## src/pkg/sbs_consts.svh

```systemverilog
// Purpose: constants of the servo brake and stop sequencer
// Assumes: 40 MHz clk_i, 32-bit classic wishbone register port
// Notes: offsets are byte addresses, one word per register
// Behaviour
// - alarm or servo-off applies the brake
// - overtravel never applies the brake
// - brake routed by terminal select, restart-effective
// - shared terminals driven with or logic
// - stopped motor: brake applies on command cycle
// - stopped motor: power-off delayed by programmed time
// - alarm removes power at once, no delay, except a group two zero-speed stop
// - moving motor: brake when speed below threshold
// - moving motor: brake when wait time expires
// - zero-speed stop, then stopped-motor brake timing
// - servo-off stop mode: db/db, db/coast, coast
// - group one alarms use servo-off stop mode
// - group two alarms use separate stop setting
// - group two zero-speed only in position/speed control
`ifndef SBS_CONSTS_SVH
`define SBS_CONSTS_SVH

// register byte offsets
`define SBS_OFS_CMD 8'h00
`define SBS_OFS_DELAY 8'h04
`define SBS_OFS_THRESH 8'h08
`define SBS_OFS_WAIT 8'h0c
`define SBS_OFS_SEL 8'h10
`define SBS_OFS_STATUS 8'h14

// command bits
`define SBS_CMD_ON 0
`define SBS_CMD_OFF 1
`define SBS_CMD_RESTART 2

// select register fields
`define SBS_SEL_TERM_LSB 0
`define SBS_SEL_STOP_LSB 4
`define SBS_SEL_G2 8

// reset values
`define SBS_RST_DELAY 6'h00
`define SBS_RST_THRESH 14'h000a
`define SBS_RST_WAIT 7'h32
`define SBS_RST_TERM 2'h1
`define SBS_RST_STOP 2'h0
`define SBS_RST_G2 1'h0

// legal ranges
`define SBS_MAX_DELAY 6'h32
`define SBS_MAX_THRESH 14'h2710
`define SBS_MIN_WAIT 7'h0a
`define SBS_MAX_WAIT 7'h64

// timing: one setting unit in ms, clock in kHz
`define SBS_UNIT_MS 10
`define SBS_CLK_KHZ 40000
`define SBS_UNIT_CYCLES (`SBS_UNIT_MS * `SBS_CLK_KHZ)

`endif

```

## src/pkg/sbs_pkg.sv

```systemverilog
// Purpose: types of the servo brake and stop sequencer
// Assumes: nothing beyond the consts header
// Notes: stop modes follow the select field encoding
package sbs_pkg;
	// sequencer states
	typedef enum logic [2:0] {
		SBS_OFF,
		SBS_ON,
		SBS_DELAY,
		SBS_ZERO,
		SBS_COAST
	} sbs_state_t;

	// servo-off stop method
	typedef enum logic [1:0] {
		SBS_DB_DB = 2'h0,
		SBS_DB_COAST = 2'h1,
		SBS_COAST_COAST = 2'h2
	} sbs_stop_t;
endpackage

```

## src/pkg/sbs_tmr_if.sv

```systemverilog
// Purpose: link between sequencer and its unit timer
// Assumes: single clock
// Notes: done is a level until the next start
interface sbs_tmr_if;
	logic start;
	logic [6:0] units;
	logic done;

	modport ctl (output start, output units, input done);
	modport tmr (input start, input units, output done);
endinterface

```

## src/rtl/sbs_timer.sv

```systemverilog
// Purpose: countdown in whole setting units
// Assumes: start is a one-cycle pulse
// Notes: zero units gives done two cycles after the start pulse
`include "sbs_consts.svh"

module sbs_timer #(
	parameter int UNIT_CYCLES = `SBS_UNIT_CYCLES
) (
	// clock and reset
	input wire logic clk_i,
	input wire logic rst_i,
	// control
	sbs_tmr_if.tmr t
);
	logic [31:0] pre;
	logic [6:0] cnt;
	logic run;
	logic done_q;
	wire unit_end = (pre == 32'(UNIT_CYCLES - 1));

	// prescaler restarts with each start so units are whole
	always_ff @(posedge clk_i) begin
		if (rst_i || t.start || unit_end) begin
			pre <= 32'h0;
		end else begin
			pre <= pre + 32'h1;
		end
	end

	// unit countdown
	always_ff @(posedge clk_i) begin
		if (rst_i) begin
			cnt <= 7'h0;
			run <= 1'b0;
			done_q <= 1'b0;
		end else if (t.start) begin
			cnt <= t.units;
			run <= 1'b1;
			done_q <= 1'b0;
		end else if (run && cnt == 7'h0) begin
			run <= 1'b0;
			done_q <= 1'b1;
		end else if (run && unit_end) begin
			cnt <= cnt - 7'h1;
		end
	end

	assign t.done = done_q;
endmodule // sbs_timer

```

## src/rtl/sbs_outmux.sv

```systemverilog
// Purpose: route brake release onto one of the output terminals
// Assumes: select 0 means unused, 1..N pick a terminal
// Notes: other signals on a terminal are or-ed in
module sbs_outmux #(
	parameter int N_TERM = 3
) (
	// inputs
	input wire logic [1:0] sel_i,
	input wire logic brake_i,
	input wire logic [N_TERM-1:0] other_i,
	// terminal drive
	output logic [N_TERM-1:0] term_o
);
	// one or gate per terminal
	genvar g;
	generate
		for (g = 0; g < N_TERM; g++) begin : g_term
			assign term_o[g] = other_i[g] | (brake_i && sel_i == 2'(g + 1));
		end
	endgenerate
endmodule // sbs_outmux

```

## src/rtl/sbs_top.sv

```systemverilog
// Purpose: brake-release and stop-method sequencer of a servo amplifier
// Assumes: speed_i is the measured speed magnitude in mm/s
// Notes: registers on classic wishbone; outputs are flip-flops
`include "sbs_consts.svh"

module sbs_top
	import sbs_pkg::*;
#(
	parameter int UNIT_CYCLES = `SBS_UNIT_CYCLES,
	parameter int N_TERM = 3
) (
	// clock and reset
	input wire logic clk_i,
	input wire logic rst_i,
	// wishbone slave
	input wire logic cyc_i,
	input wire logic stb_i,
	input wire logic we_i,
	input wire logic [7:0] adr_i,
	input wire logic [3:0] sel_i,
	input wire logic [31:0] dat_i,
	output logic [31:0] dat_o,
	output logic ack_o,
	// drive status
	input wire logic alarm_g1_i,
	input wire logic alarm_g2_i,
	input wire logic overtravel_i,
	input wire logic force_ctrl_i,
	input wire logic [13:0] speed_i,
	input wire logic [N_TERM-1:0] other_term_i,
	// drive outputs
	output logic motor_power_o,
	output logic dynamic_braking_o,
	output logic zero_ref_o,
	output logic brake_release_out_o,
	output logic [N_TERM-1:0] term_o
);
	// sequencer state and its unit timer
	sbs_state_t state, next_state;
	sbs_tmr_if tmr ();

	// software settings
	logic [5:0] brake_power_off_delay;
	logic [13:0] brake_speed_threshold;
	logic [6:0] brake_wait_timeout;
	logic [1:0] term_req;
	logic [1:0] stop_req;
	logic g2_req;
	// settings taken over at restart
	logic [1:0] output_terminal_select;
	logic [1:0] servo_off_stop_select;
	logic group_two_stop_select;
	// one-cycle command pulses
	logic servo_on_cmd;
	logic servo_off_cmd;
	logic restart_cmd;
	logic [N_TERM-1:0] term_q;

	// address match per register and byte lanes in use
	wire hit_cmd = adr_i == `SBS_OFS_CMD;
	wire hit_dly = adr_i == `SBS_OFS_DELAY;
	wire hit_thr = adr_i == `SBS_OFS_THRESH;
	wire hit_wait = adr_i == `SBS_OFS_WAIT;
	wire hit_sel = adr_i == `SBS_OFS_SEL;
	wire lo_byte = sel_i[0];
	wire lo_half = sel_i[1:0] == 2'h3;

	// bus decode, writes land on the edge that sees ack
	wire req = cyc_i && stb_i && !ack_o;
	wire wr = cyc_i && stb_i && we_i && ack_o;
	wire wr_cmd = wr && hit_cmd && lo_byte;
	wire wr_dly = wr && hit_dly && lo_byte;
	wire wr_thr = wr && hit_thr && lo_half;
	wire wr_wait = wr && hit_wait && lo_byte;
	wire wr_sel = wr && hit_sel && lo_half;

	// command pulses on the write edge
	assign servo_on_cmd = wr_cmd && dat_i[`SBS_CMD_ON];
	assign servo_off_cmd = wr_cmd && dat_i[`SBS_CMD_OFF];
	assign restart_cmd = wr_cmd && dat_i[`SBS_CMD_RESTART];

	// clamp written values into their legal range
	wire dly_over = dat_i[5:0] > `SBS_MAX_DELAY;
	wire thr_over = dat_i[13:0] > `SBS_MAX_THRESH;
	wire wait_over = dat_i[6:0] > `SBS_MAX_WAIT;
	wire stop_bad = dat_i[`SBS_SEL_STOP_LSB +: 2] == 2'h3;
	wire [5:0] dly_in = dly_over ? `SBS_MAX_DELAY : dat_i[5:0];
	wire [13:0] thr_in = thr_over ? `SBS_MAX_THRESH : dat_i[13:0];
	wire [6:0] wait_hi = wait_over ? `SBS_MAX_WAIT : dat_i[6:0];
	wire [6:0] wait_in = (wait_hi < `SBS_MIN_WAIT) ? `SBS_MIN_WAIT : wait_hi;
	wire [1:0] stop_in = stop_bad ? 2'h2 : dat_i[`SBS_SEL_STOP_LSB +: 2];

	// status word, top bit down; bit 15 mirrors overtravel
	wire [31:0] status_word = {
		16'h0,
		overtravel_i, // [15]
		state, // [14:12]
		3'b0,
		servo_off_stop_select, // [8:7]
		output_terminal_select, // [6:5]
		group_two_stop_select, // [4]
		zero_ref_o, // [3]
		dynamic_braking_o, // [2]
		brake_release_out_o, // [1]
		motor_power_o // [0]
	};

	// pending select word as software wrote it
	wire [31:0] sel_word = {23'h0, g2_req, 2'h0, stop_req, 2'h0, term_req};

	// read mux, unmapped reads give zero
	logic [31:0] rd_mux;
	always_comb begin
		case (adr_i)
			`SBS_OFS_CMD: rd_mux = 32'h0; // commands read as zero
			`SBS_OFS_DELAY: rd_mux = {26'h0, brake_power_off_delay};
			`SBS_OFS_THRESH: rd_mux = {18'h0, brake_speed_threshold};
			`SBS_OFS_WAIT: rd_mux = {25'h0, brake_wait_timeout};
			`SBS_OFS_SEL: rd_mux = sel_word;
			`SBS_OFS_STATUS: rd_mux = status_word;
			default: rd_mux = 32'h0;
		endcase
	end

	// wishbone ack and read data, one wait state
	// req is gated by ack_o so ack never stays high two cycles in a row
	always_ff @(posedge clk_i) begin
		if (rst_i) begin
			ack_o <= 1'b0;
			dat_o <= 32'h0;
		end else begin
			ack_o <= req;
			dat_o <= req ? rd_mux : 32'h0;
		end
	end

	// settings that take effect immediately
	always_ff @(posedge clk_i) begin
		if (rst_i) begin
			brake_power_off_delay <= `SBS_RST_DELAY;
			brake_speed_threshold <= `SBS_RST_THRESH;
			brake_wait_timeout <= `SBS_RST_WAIT;
		end else begin
			if (wr_dly) brake_power_off_delay <= dly_in;
			if (wr_thr) brake_speed_threshold <= thr_in;
			if (wr_wait) brake_wait_timeout <= wait_in;
		end
	end

	// restart-effective settings: pending copy and active copy
	// copied only while off so a running axis keeps its stop rule
	always_ff @(posedge clk_i) begin
		if (rst_i) begin
			term_req <= `SBS_RST_TERM;
			stop_req <= `SBS_RST_STOP;
			g2_req <= `SBS_RST_G2;
			output_terminal_select <= `SBS_RST_TERM;
			servo_off_stop_select <= `SBS_RST_STOP;
			group_two_stop_select <= `SBS_RST_G2;
		end else begin
			if (wr_sel) begin
				term_req <= dat_i[`SBS_SEL_TERM_LSB +: 2];
				stop_req <= stop_in;
				g2_req <= dat_i[`SBS_SEL_G2];
			end
			if (restart_cmd && state == SBS_OFF) begin
				output_terminal_select <= term_req;
				servo_off_stop_select <= stop_req;
				group_two_stop_select <= g2_req;
			end
		end
	end

	// motion and alarm conditions
	wire alarm = alarm_g1_i || alarm_g2_i;
	wire moving = speed_i != 14'h0;
	wire below_thr = speed_i < brake_speed_threshold;
	// group two zero-speed only outside force control
	wire g2_allowed = !force_ctrl_i;
	wire g2_zero = alarm_g2_i && !group_two_stop_select && g2_allowed;
	// group one, or group two set to db/coast, use servo-off mode
	wire use_off_mode = !g2_zero;

	// timer starts on entry to the delay or to coasting
	// done is a level, but every start clears it, so it is never stale
	wire start_delay = state == SBS_ON && next_state == SBS_DELAY;
	wire start_coast = state == SBS_ON && next_state == SBS_COAST;
	assign tmr.start = start_delay || start_coast;
	assign tmr.units = start_delay ? 7'(brake_power_off_delay) : brake_wait_timeout;

	sbs_timer #(
		.UNIT_CYCLES(UNIT_CYCLES)
	) u_timer (
		.clk_i(clk_i),
		.rst_i(rst_i),
		.t(tmr)
	);

	// next state
	always_comb begin
		next_state = state;
		case (state)
			SBS_OFF: begin
				if (servo_on_cmd && !alarm) next_state = SBS_ON;
			end
			SBS_ON: begin
				// overtravel is not a stop cause here
				// an alarm outranks a servo-off in the same cycle
				if (alarm && g2_zero) begin
					next_state = SBS_ZERO;
				end else if (alarm) begin
					next_state = moving ? SBS_COAST : SBS_OFF;
				end else if (servo_off_cmd) begin
					next_state = moving ? SBS_COAST : SBS_DELAY;
				end
			end
			SBS_DELAY: begin
				// an alarm cuts the delay short
				if (alarm || tmr.done) next_state = SBS_OFF;
			end
			SBS_ZERO: begin
				// once at rest, stopped timing with alarm: power off at once
				if (!moving) next_state = SBS_OFF;
			end
			SBS_COAST: begin
				// whichever of speed and wait comes first
				if (below_thr) next_state = SBS_OFF;
				else if (tmr.done) next_state = SBS_OFF;
			end
			default: next_state = SBS_OFF;
		endcase
	end

	// power decode from next state
	wire power_run = next_state == SBS_ON || next_state == SBS_DELAY;
	wire power_zero = next_state == SBS_ZERO;
	wire next_power = power_run || power_zero;
	// brake held released while running alarm-free, coasting or stopping at zero speed
	wire brake_run = next_state == SBS_ON && !alarm;
	wire brake_coast = next_state == SBS_COAST;
	wire brake_zero = next_state == SBS_ZERO;
	wire next_brake = brake_run || brake_coast || brake_zero;
	wire next_stopping = next_state == SBS_COAST;
	// dynamic brake per stop mode
	logic next_db;
	always_comb begin
		next_db = 1'b0;
		if (!next_power && use_off_mode) begin
			case (servo_off_stop_select)
				SBS_DB_DB: next_db = 1'b1;
				SBS_DB_COAST: next_db = next_stopping;
				default: next_db = 1'b0;
			endcase
		end else if (!next_power) begin
			// after a zero-speed stop the servo-off after-mode holds
			next_db = servo_off_stop_select == SBS_DB_DB;
		end
	end

	// sequencer state
	always_ff @(posedge clk_i) begin
		if (rst_i) begin
			state <= SBS_OFF;
		end else begin
			state <= next_state;
		end
	end

	// drive registers, loaded from the next-state decode
	always_ff @(posedge clk_i) begin
		if (rst_i) begin
			motor_power_o <= 1'b0;
			brake_release_out_o <= 1'b0;
			dynamic_braking_o <= 1'b0;
			zero_ref_o <= 1'b0;
		end else begin
			motor_power_o <= next_power;
			brake_release_out_o <= next_brake;
			dynamic_braking_o <= next_db;
			zero_ref_o <= next_state == SBS_ZERO;
		end
	end

	// terminal routing
	// routing uses the restart copy of the select, never the pending one
	logic [N_TERM-1:0] term_next;
	sbs_outmux #(
		.N_TERM(N_TERM)
	) u_outmux (
		.sel_i(output_terminal_select),
		.brake_i(next_brake),
		.other_i(other_term_i),
		.term_o(term_next)
	);

	// registered terminal drive
	always_ff @(posedge clk_i) begin
		if (rst_i) begin
			term_q <= {N_TERM{1'b0}};
		end else begin
			term_q <= term_next;
		end
	end

	assign term_o = term_q;
endmodule // sbs_top

```

## config.mk

```make
export PLATFORM = sky130hd
export DESIGN_NAME = sbs_top
export DESIGN_NICKNAME = d
export VERILOG_FILES = /design/src/pkg/sbs_pkg.sv /design/src/pkg/sbs_tmr_if.sv /design/src/rtl/sbs_timer.sv /design/src/rtl/sbs_outmux.sv /design/src/rtl/sbs_top.sv
export VERILOG_INCLUDE_DIRS = /design/src /design/src/pkg
export SDC_FILE = /design/constraint.sdc
export NUM_CORES = 1
export LEC_CHECK = 0
export BUFFER_PORTS_ARGS = -buffer_cell sky130_fd_sc_hd__buf_2
export CORE_ASPECT_RATIO = 0.5
export CORE_MARGIN = 2
export CORE_UTILIZATION = 59
export DETAILED_ROUTE_END_ITERATION = 7
export GPL_TIMING_DRIVEN = 0
export PLACE_DENSITY = 0.85
export SLEW_MARGIN = 10
export SYNTH_ARGS = -nofsm -noshare
export SYNTH_HDL_FRONTEND = slang
export SYNTH_SLANG_ARGS = --single-unit
```

## constraint.sdc

```tcl
create_clock -name clk_i -period 4.26 [get_ports clk_i]
set_input_delay 0.426 -clock clk_i [delete_from_list [all_inputs] [get_ports clk_i]]
set_output_delay 0.426 -clock clk_i [all_outputs]
set_load 0.02 [all_outputs]
```

Word-level counts from Yosys, hierarchy flattened

Cells that the tools add are included.

$add $sub $neg: 2
Multipliers: 0
Div/mod/pow operators: 0
Order comparisons: 5
Equal/unequal tests: 21
Shift operators: 0
Mux-type cells: 26
Bitwise logic cells: 4
Reduce and logical (&&, ||, !) cells: 56

Operator list:

| kind                                                   | number |
|---|---|
| case mux 16 bit (5 select lines)                       | 1 |
| 2-to-1 mux 7 bit                                       | 6 |
| adder 32 x 1 -> 32 bit (second input constant)         | 1 |
| equality test 32 x 19 -> 1 bit (second input constant) | 1 |
| logical AND 1 bit                                      | 31 |
| 2-to-1 mux 3 bit                                       | 10 |
| equality test 8 x 4 -> 1 bit (second input constant)   | 2 |
| equality test 8 x 5 -> 1 bit (second input constant)   | 2 |
| case mux 3 bit (5 select lines)                        | 1 |
| greater-than comparator 14 bit (second input constant) | 1 |
| < comparator 14 bit                                    | 1 |
| 2-to-1 mux 14 bit                                      | 1 |
| nonzero test 14 bit                                    | 1 |
| equality test 3 x 2 -> 1 bit (second input constant)   | 4 |
| logical OR 1 bit                                       | 9 |
| equality test 2 bit (second input constant)            | 4 |
| equality test 8 x 3 -> 1 bit (second input constant)   | 1 |
| zero test 8 bit                                        | 1 |
| greater-than comparator 7 bit (second input constant)  | 1 |
| zero test 7 bit                                        | 1 |
| < comparator 7 x 4 -> 1 bit (second input constant)    | 1 |
| subtractor 7 x 1 -> 7 bit (second input constant)      | 1 |
| equality test 3 x 1 -> 1 bit (second input constant)   | 2 |
| equality test 3 bit (second input constant)            | 2 |
| 15 further kinds                                       | 28 |

Bits in registers: 121
Bits in latches: 0
RAM bits: 0
Bits in read-only memories: 0
Input port bits: 70
Output and inout port bits: 40
Word-level logic and storage cells: 135
Memories: 0

Logic depth before layout (Yosys ltp)

Depth after elaboration: 16
Mapped depth: 9
Mapped depth without buffers: 8

Cells and area by module

A second synthesis with hierarchy kept.

Cells, all modules: 603
Area, all modules: 5323.9 um^2

Modules (own cells, without submodules):

| module     | instances | cells an instance | area each (um^2) | sequential area each (um^2) |
|---|---|---|---|---|
| sbs_top    | 1         | 372               | 3191.8           | 1281.2 |
| sbs_timer  | 1         | 226               | 2099.5           | 820.8 |
| sbs_outmux | 1         | 5                 | 32.5             | 0.0 |

Least setup slack after synthesis

OpenSTA, ideal clock, no wires.

Path kind: input-to-reg
From: in adr_i[5]
To: reg u_timer.cnt[3]
Library setup time: 0.134 ns
Arrival: 2.565 ns
Data required time: 4.126 ns
Slack: 1.561 ns
Cell stages on the path: 9
Buffers on the path: 3
Cells stage by stage: or4_1 -> buf_2 -> or4_1 -> buf_2 -> a211oi_4 -> or3_1 -> buf_4 -> a21boi_2 -> a211oi_2

Longest elaborated chain between the ends: 13

Ends and longest elaborated chain:

| what                                                                                         | line                           | text |
|---|---|---|
| from (decl)                                                                                  | sbs_top.sv:19                  | `input wire logic [7:0] adr_i,` |
| zero test 8 bit (no source line) *                                                           | --                             |  |
| logical AND 1 bit * (2 in a row)                                                             | sbs_top.sv:71                  | `wire wr_cmd = wr && hit_cmd && lo_byte;` |
| logical AND 1 bit                                                                            | sbs_top.sv:79                  | `` assign servo_off_cmd = wr_cmd && dat_i[`SBS_CMD_OFF]; `` |
| 2-to-1 mux 3 bit                                                                             | sbs_top.sv:213                 | `end else if (servo_off_cmd) begin` |
| 2-to-1 mux 3 bit                                                                             | sbs_top.sv:211                 | `end else if (alarm) begin` |
| 2-to-1 mux 3 bit                                                                             | sbs_top.sv:209                 | `if (alarm && g2_zero) begin` |
| case mux 3 bit (5 select lines) *                                                            | sbs_top.sv:202                 | `case (state)` |
| equality test 3 x 2 -> 1 bit / equality test 3 bit (equally long branches)                   | sbs_top.sv:186, sbs_top.sv:187 |  |
| logical AND 1 bit, on equally long branches                                                  | sbs_top.sv:186, sbs_top.sv:187 |  |
| logical OR 1 bit                                                                             | sbs_top.sv:188                 | `assign tmr.start = start_delay \|\| start_coast;` |
| inequality test 2 x 1 -> 1 bit (no source line) / nonzero test 2 bit (equally long branches) | --                             |  |
| AND reduction 2 bit (no source line)                                                         | --                             |  |
| to (signal assigned)                                                                         | sbs_timer.sv:37                | `cnt <= t.units;` |
| to (signal assigned)                                                                         | sbs_timer.sv:44                | `cnt <= cnt - 7'h1;` |
| to (decl)                                                                                    | sbs_timer.sv:16                | `logic [6:0] cnt;` |

Mark *: on every way between the ends. The rest lies on a longest branch, timed or not.
A chain may end at the register's enable or synchronous reset.

Worst setup path after layout

From: in adr_i[5]
To: reg brake_speed_threshold[10]

Longest elaborated chain between the ends: 3

Ends and longest elaborated chain:

| what                           | line           | text |
|---|---|---|
| equality test 8 x 4 -> 1 bit   | --             |  |
| logical AND 1 bit (2 in a row) | sbs_top.sv:73  | `wire wr_thr = wr && hit_thr && lo_half;` |
| to (signal assigned)           | sbs_top.sv:141 | `` brake_speed_threshold <= `SBS_RST_THRESH; `` |
| to (signal assigned)           | sbs_top.sv:145 | `if (wr_thr) brake_speed_threshold <= thr_in;` |
| to (decl)                      | sbs_top.sv:44  | `logic [13:0] brake_speed_threshold;` |

No other way between the ends.

==> flow_summary.toml <==
[outcome]
status = "finished, final reports clean"

[synth]
synth_edf_count = 0
synth_common_cells = "dfxtp_1 (105), nor2_1 (87), nand2_1 (44)"
yosysSeqAreaShare_pct = 40.5
async_reset_ff_share_pct = 0
ys_warn_count = 0
synth_flop_cell = "dfxtp_1"
yosysTopAreaCell = "dfxtp_1"
synth.area.top_cells = "dfxtp_1 (40%), nor2_1 (6.3%), ha_1 (3.6%)"
postSynthAreaPerCell_um2 = 8.36
synth.distinct_cells = 56
ys_ff_latch = 105
syn_area_mm2 = 0.00519
syn_inst = 621
synth.top_cell.area_share_pct = 40.5
synth.most_common_cell = "dfxtp_1"

[global_route]
globalRouteOverflowTotal = 0
grt_max_degree = 19
antenna_found_initial = 0
grt_pass1_wl_um = 21600
first_global_vias = 4460
grtUsageTotal_pct = 29.3

[power]
ir_worst_vdd_mv = 0.229
power.density_mw_per_mm2 = 322
power.leakage_nw = 2.47

[worst_setup_path]
worst-setup-path-type = "in -> reg"
crit_slowest_cell = "nor3_1"
rr_startpoint = "u_timer.pre[21]"
setup.worst_path.start = "adr_i[5]"
slowest_delay_ns = 0.90
arrival_ns = 3.25
crit_required_ns = 4.47
path_common_cell = "buf_2"
worstSetupStartpointType = "input pin"
endpoint_kind = "flip-flop"
path_cells = "buf_2 -> or4_1 -> buf_2 -> nor3_1 -> nand3_1 -> a21oi_1 -> buf_2 -> a221oi_1"
cp_max_fo = 10

[timing]
rsz0062_at_grt = "false"
slew_headroom_pct = 20.0
worst_hold_slack_ns = 0.298
fin_tns_setup_ns = 0
clock_skew_ns = 0.00844
hold_viol = 0
maxSlewViolCount = 0
fin_crit_sh_pct = 71.4
layout_min_cycle_time_ns = 3.04
worstMarginPinSlew_ns = 1.19
max_freq_ghz = 0.329
setup_viol = 0

[clock_network]
cts_tree = "done"
cts_buffers = 9
htreeDepth = 3
cts_resized = 0
cts-root-buf = "clkbuf_16"
cts_sinks = 105
holdBufCountCts = 0
clock_path_buffers = 2
clock_latency_ns = 0.36
clk_pin_slew_ns = 0.07
cts_setup_buffers = 0

[floorplan]
core-area_mm2 = 0.00862
chipHeight_um = 70.3
die_x_um = 137
die-area_mm2 = 0.00961
placementRows = 24
ioPinCount = 110
initial_core_util_pct = 60.2

[drt]
wl_um = 13600
drt_pass1_iterations = 6
vias = 4889
drc_errors = 0
vias_per_cell = 5.84
drt_iter0_drc = 453
wire_per_inst_um = 16.2
ant_nets = 0

[layout]
area_growth_pct = 16.0
final_layout_size_suffix_gt1_share_pct = 17.5
n_antenna_cell = 0
n_fill_cell = 716
multi_input_area_mm2 = 0.00273
regArea_mm2 = 0.00210
layout.nets = 800

[job]
maxCapViolations = 0

[placement]
portBuffers = 68
gp_congestion = 0.918
post-dp-hpwl_um = 9930

[worst_hold_path]
min_from = "overtravel_i"
holdCritPathClass = "in -> reg"
## cell families (layout without fill, tap and decap cells)
logic type               after synthesis  in the layout  synth area share [%]
AND/OR/NAND/NOR                      254            254                  24.2
multiplexers                          12             12                  2.34
XOR/XNOR                              28             28                  4.72
adder cells (fa/ha/maj)               15             15                  3.62
buffers and inverters                 85            169                  8.00
AO/OA/AOI/OAI                        121            121                  16.5
flip-flops                           105            105                  40.5
other                                  1             16                0.0722
## routing by layer
metal | share of wire, % | global-route usage (%) | vias up
met5 | 0 | 0 | -
met4 | 2.2 | 9.95 | 0
met3 | 8.6 | 7.19 | 30
met2 | 46 | 47.4 | 208
met1 | 43 | 38.2 | 2282
li1 | - | - | 2369
## cell usage in the layout (no fill, tap or decap), types with 20 or more instances in the layout
cell and n:
clkbuf_1 21, nand2_1 44, a21oi_1 34, inv_1 37, nand3_1 23, nor2_1 87
buf_2 73, buf_4 20, a22oi_1 20, nor3_1 22, dfxtp_1 105
## area by class of cell
cell class	instances	area share, %
Tap cell	117	2.43
Sequential cell	105	34.9
Inverter	37	2.31
Clock buffer	10	3.97
Timing Repair Buffer	68	5.65
Buffer	48	4.59
Clock inverter	6	0.831
Multi-Input combinational cell	446	45.3
## critical path: cells and delay by family
family / cells / cell delay (ns)
simple gates: 3 / 1.86
compound gates: 2 / 0.41
buf+inv: 3 / 0.55
## path summary, 6_finish.rpt
| kind | endpoint | slack (ns) | depth (start not counted) |
|---|---|---|---|
| max reg2reg | u_timer.cnt[4] | 1.56 | 6 |
| min | dat_o[15] | 0.30 | 2 |
| min reg2reg | brake_speed_threshold[12] | 0.47 | 2 |
| max | brake_speed_threshold[10] | 1.22 | 8 |
## registers in the layout, summed over array words and instances, names as in the netlist, 2 cells and up
| name | flops |
|---|---|
| servo_off_stop_select | 2 |
| brake_wait_timeout | 7 |
| dat_o | 16 |
| brake_speed_threshold | 14 |
| term_o | 3 |
| brake_power_off_delay | 6 |
| output_terminal_select | 2 |
| u_timer.pre | 32 |
| stop_req | 2 |
| state | 3 |
| term_req | 2 |
| u_timer.cnt | 7 |
## per-stage QoR
| step | util, % | total power, W | worst slack (ns) | std cells | area, um^2 |
|---|---|---|---|---|---|
| finish | 69.9 | 0.00194 | 1.22 | 837 | 6020 |
| global route | 69.9 | 0.00200 | 1.07 | 837 | 6020 |
| CTS | 69.9 | 0.00194 | 1.32 | 837 | 6020 |
| detailed placement | 66.5 | 0.00115 | 0.964 | 821 | 5730 |
| global placement | 66.5 | 0.00114 | 1.03 | 821 | 5730 |
| floorplan | - | 0.00109 | 1.56 | 636 | 5250 |
## where the power goes
part           total, W  leakage, nW  internal [W]  switching (W)
sequential     0.000990        0.848      0.000985     0.00000420
combinational  0.000137         1.48     0.0000524      0.0000850
clock          0.000813        0.141      0.000420       0.000394
Power figures use the tool's default switching activity.
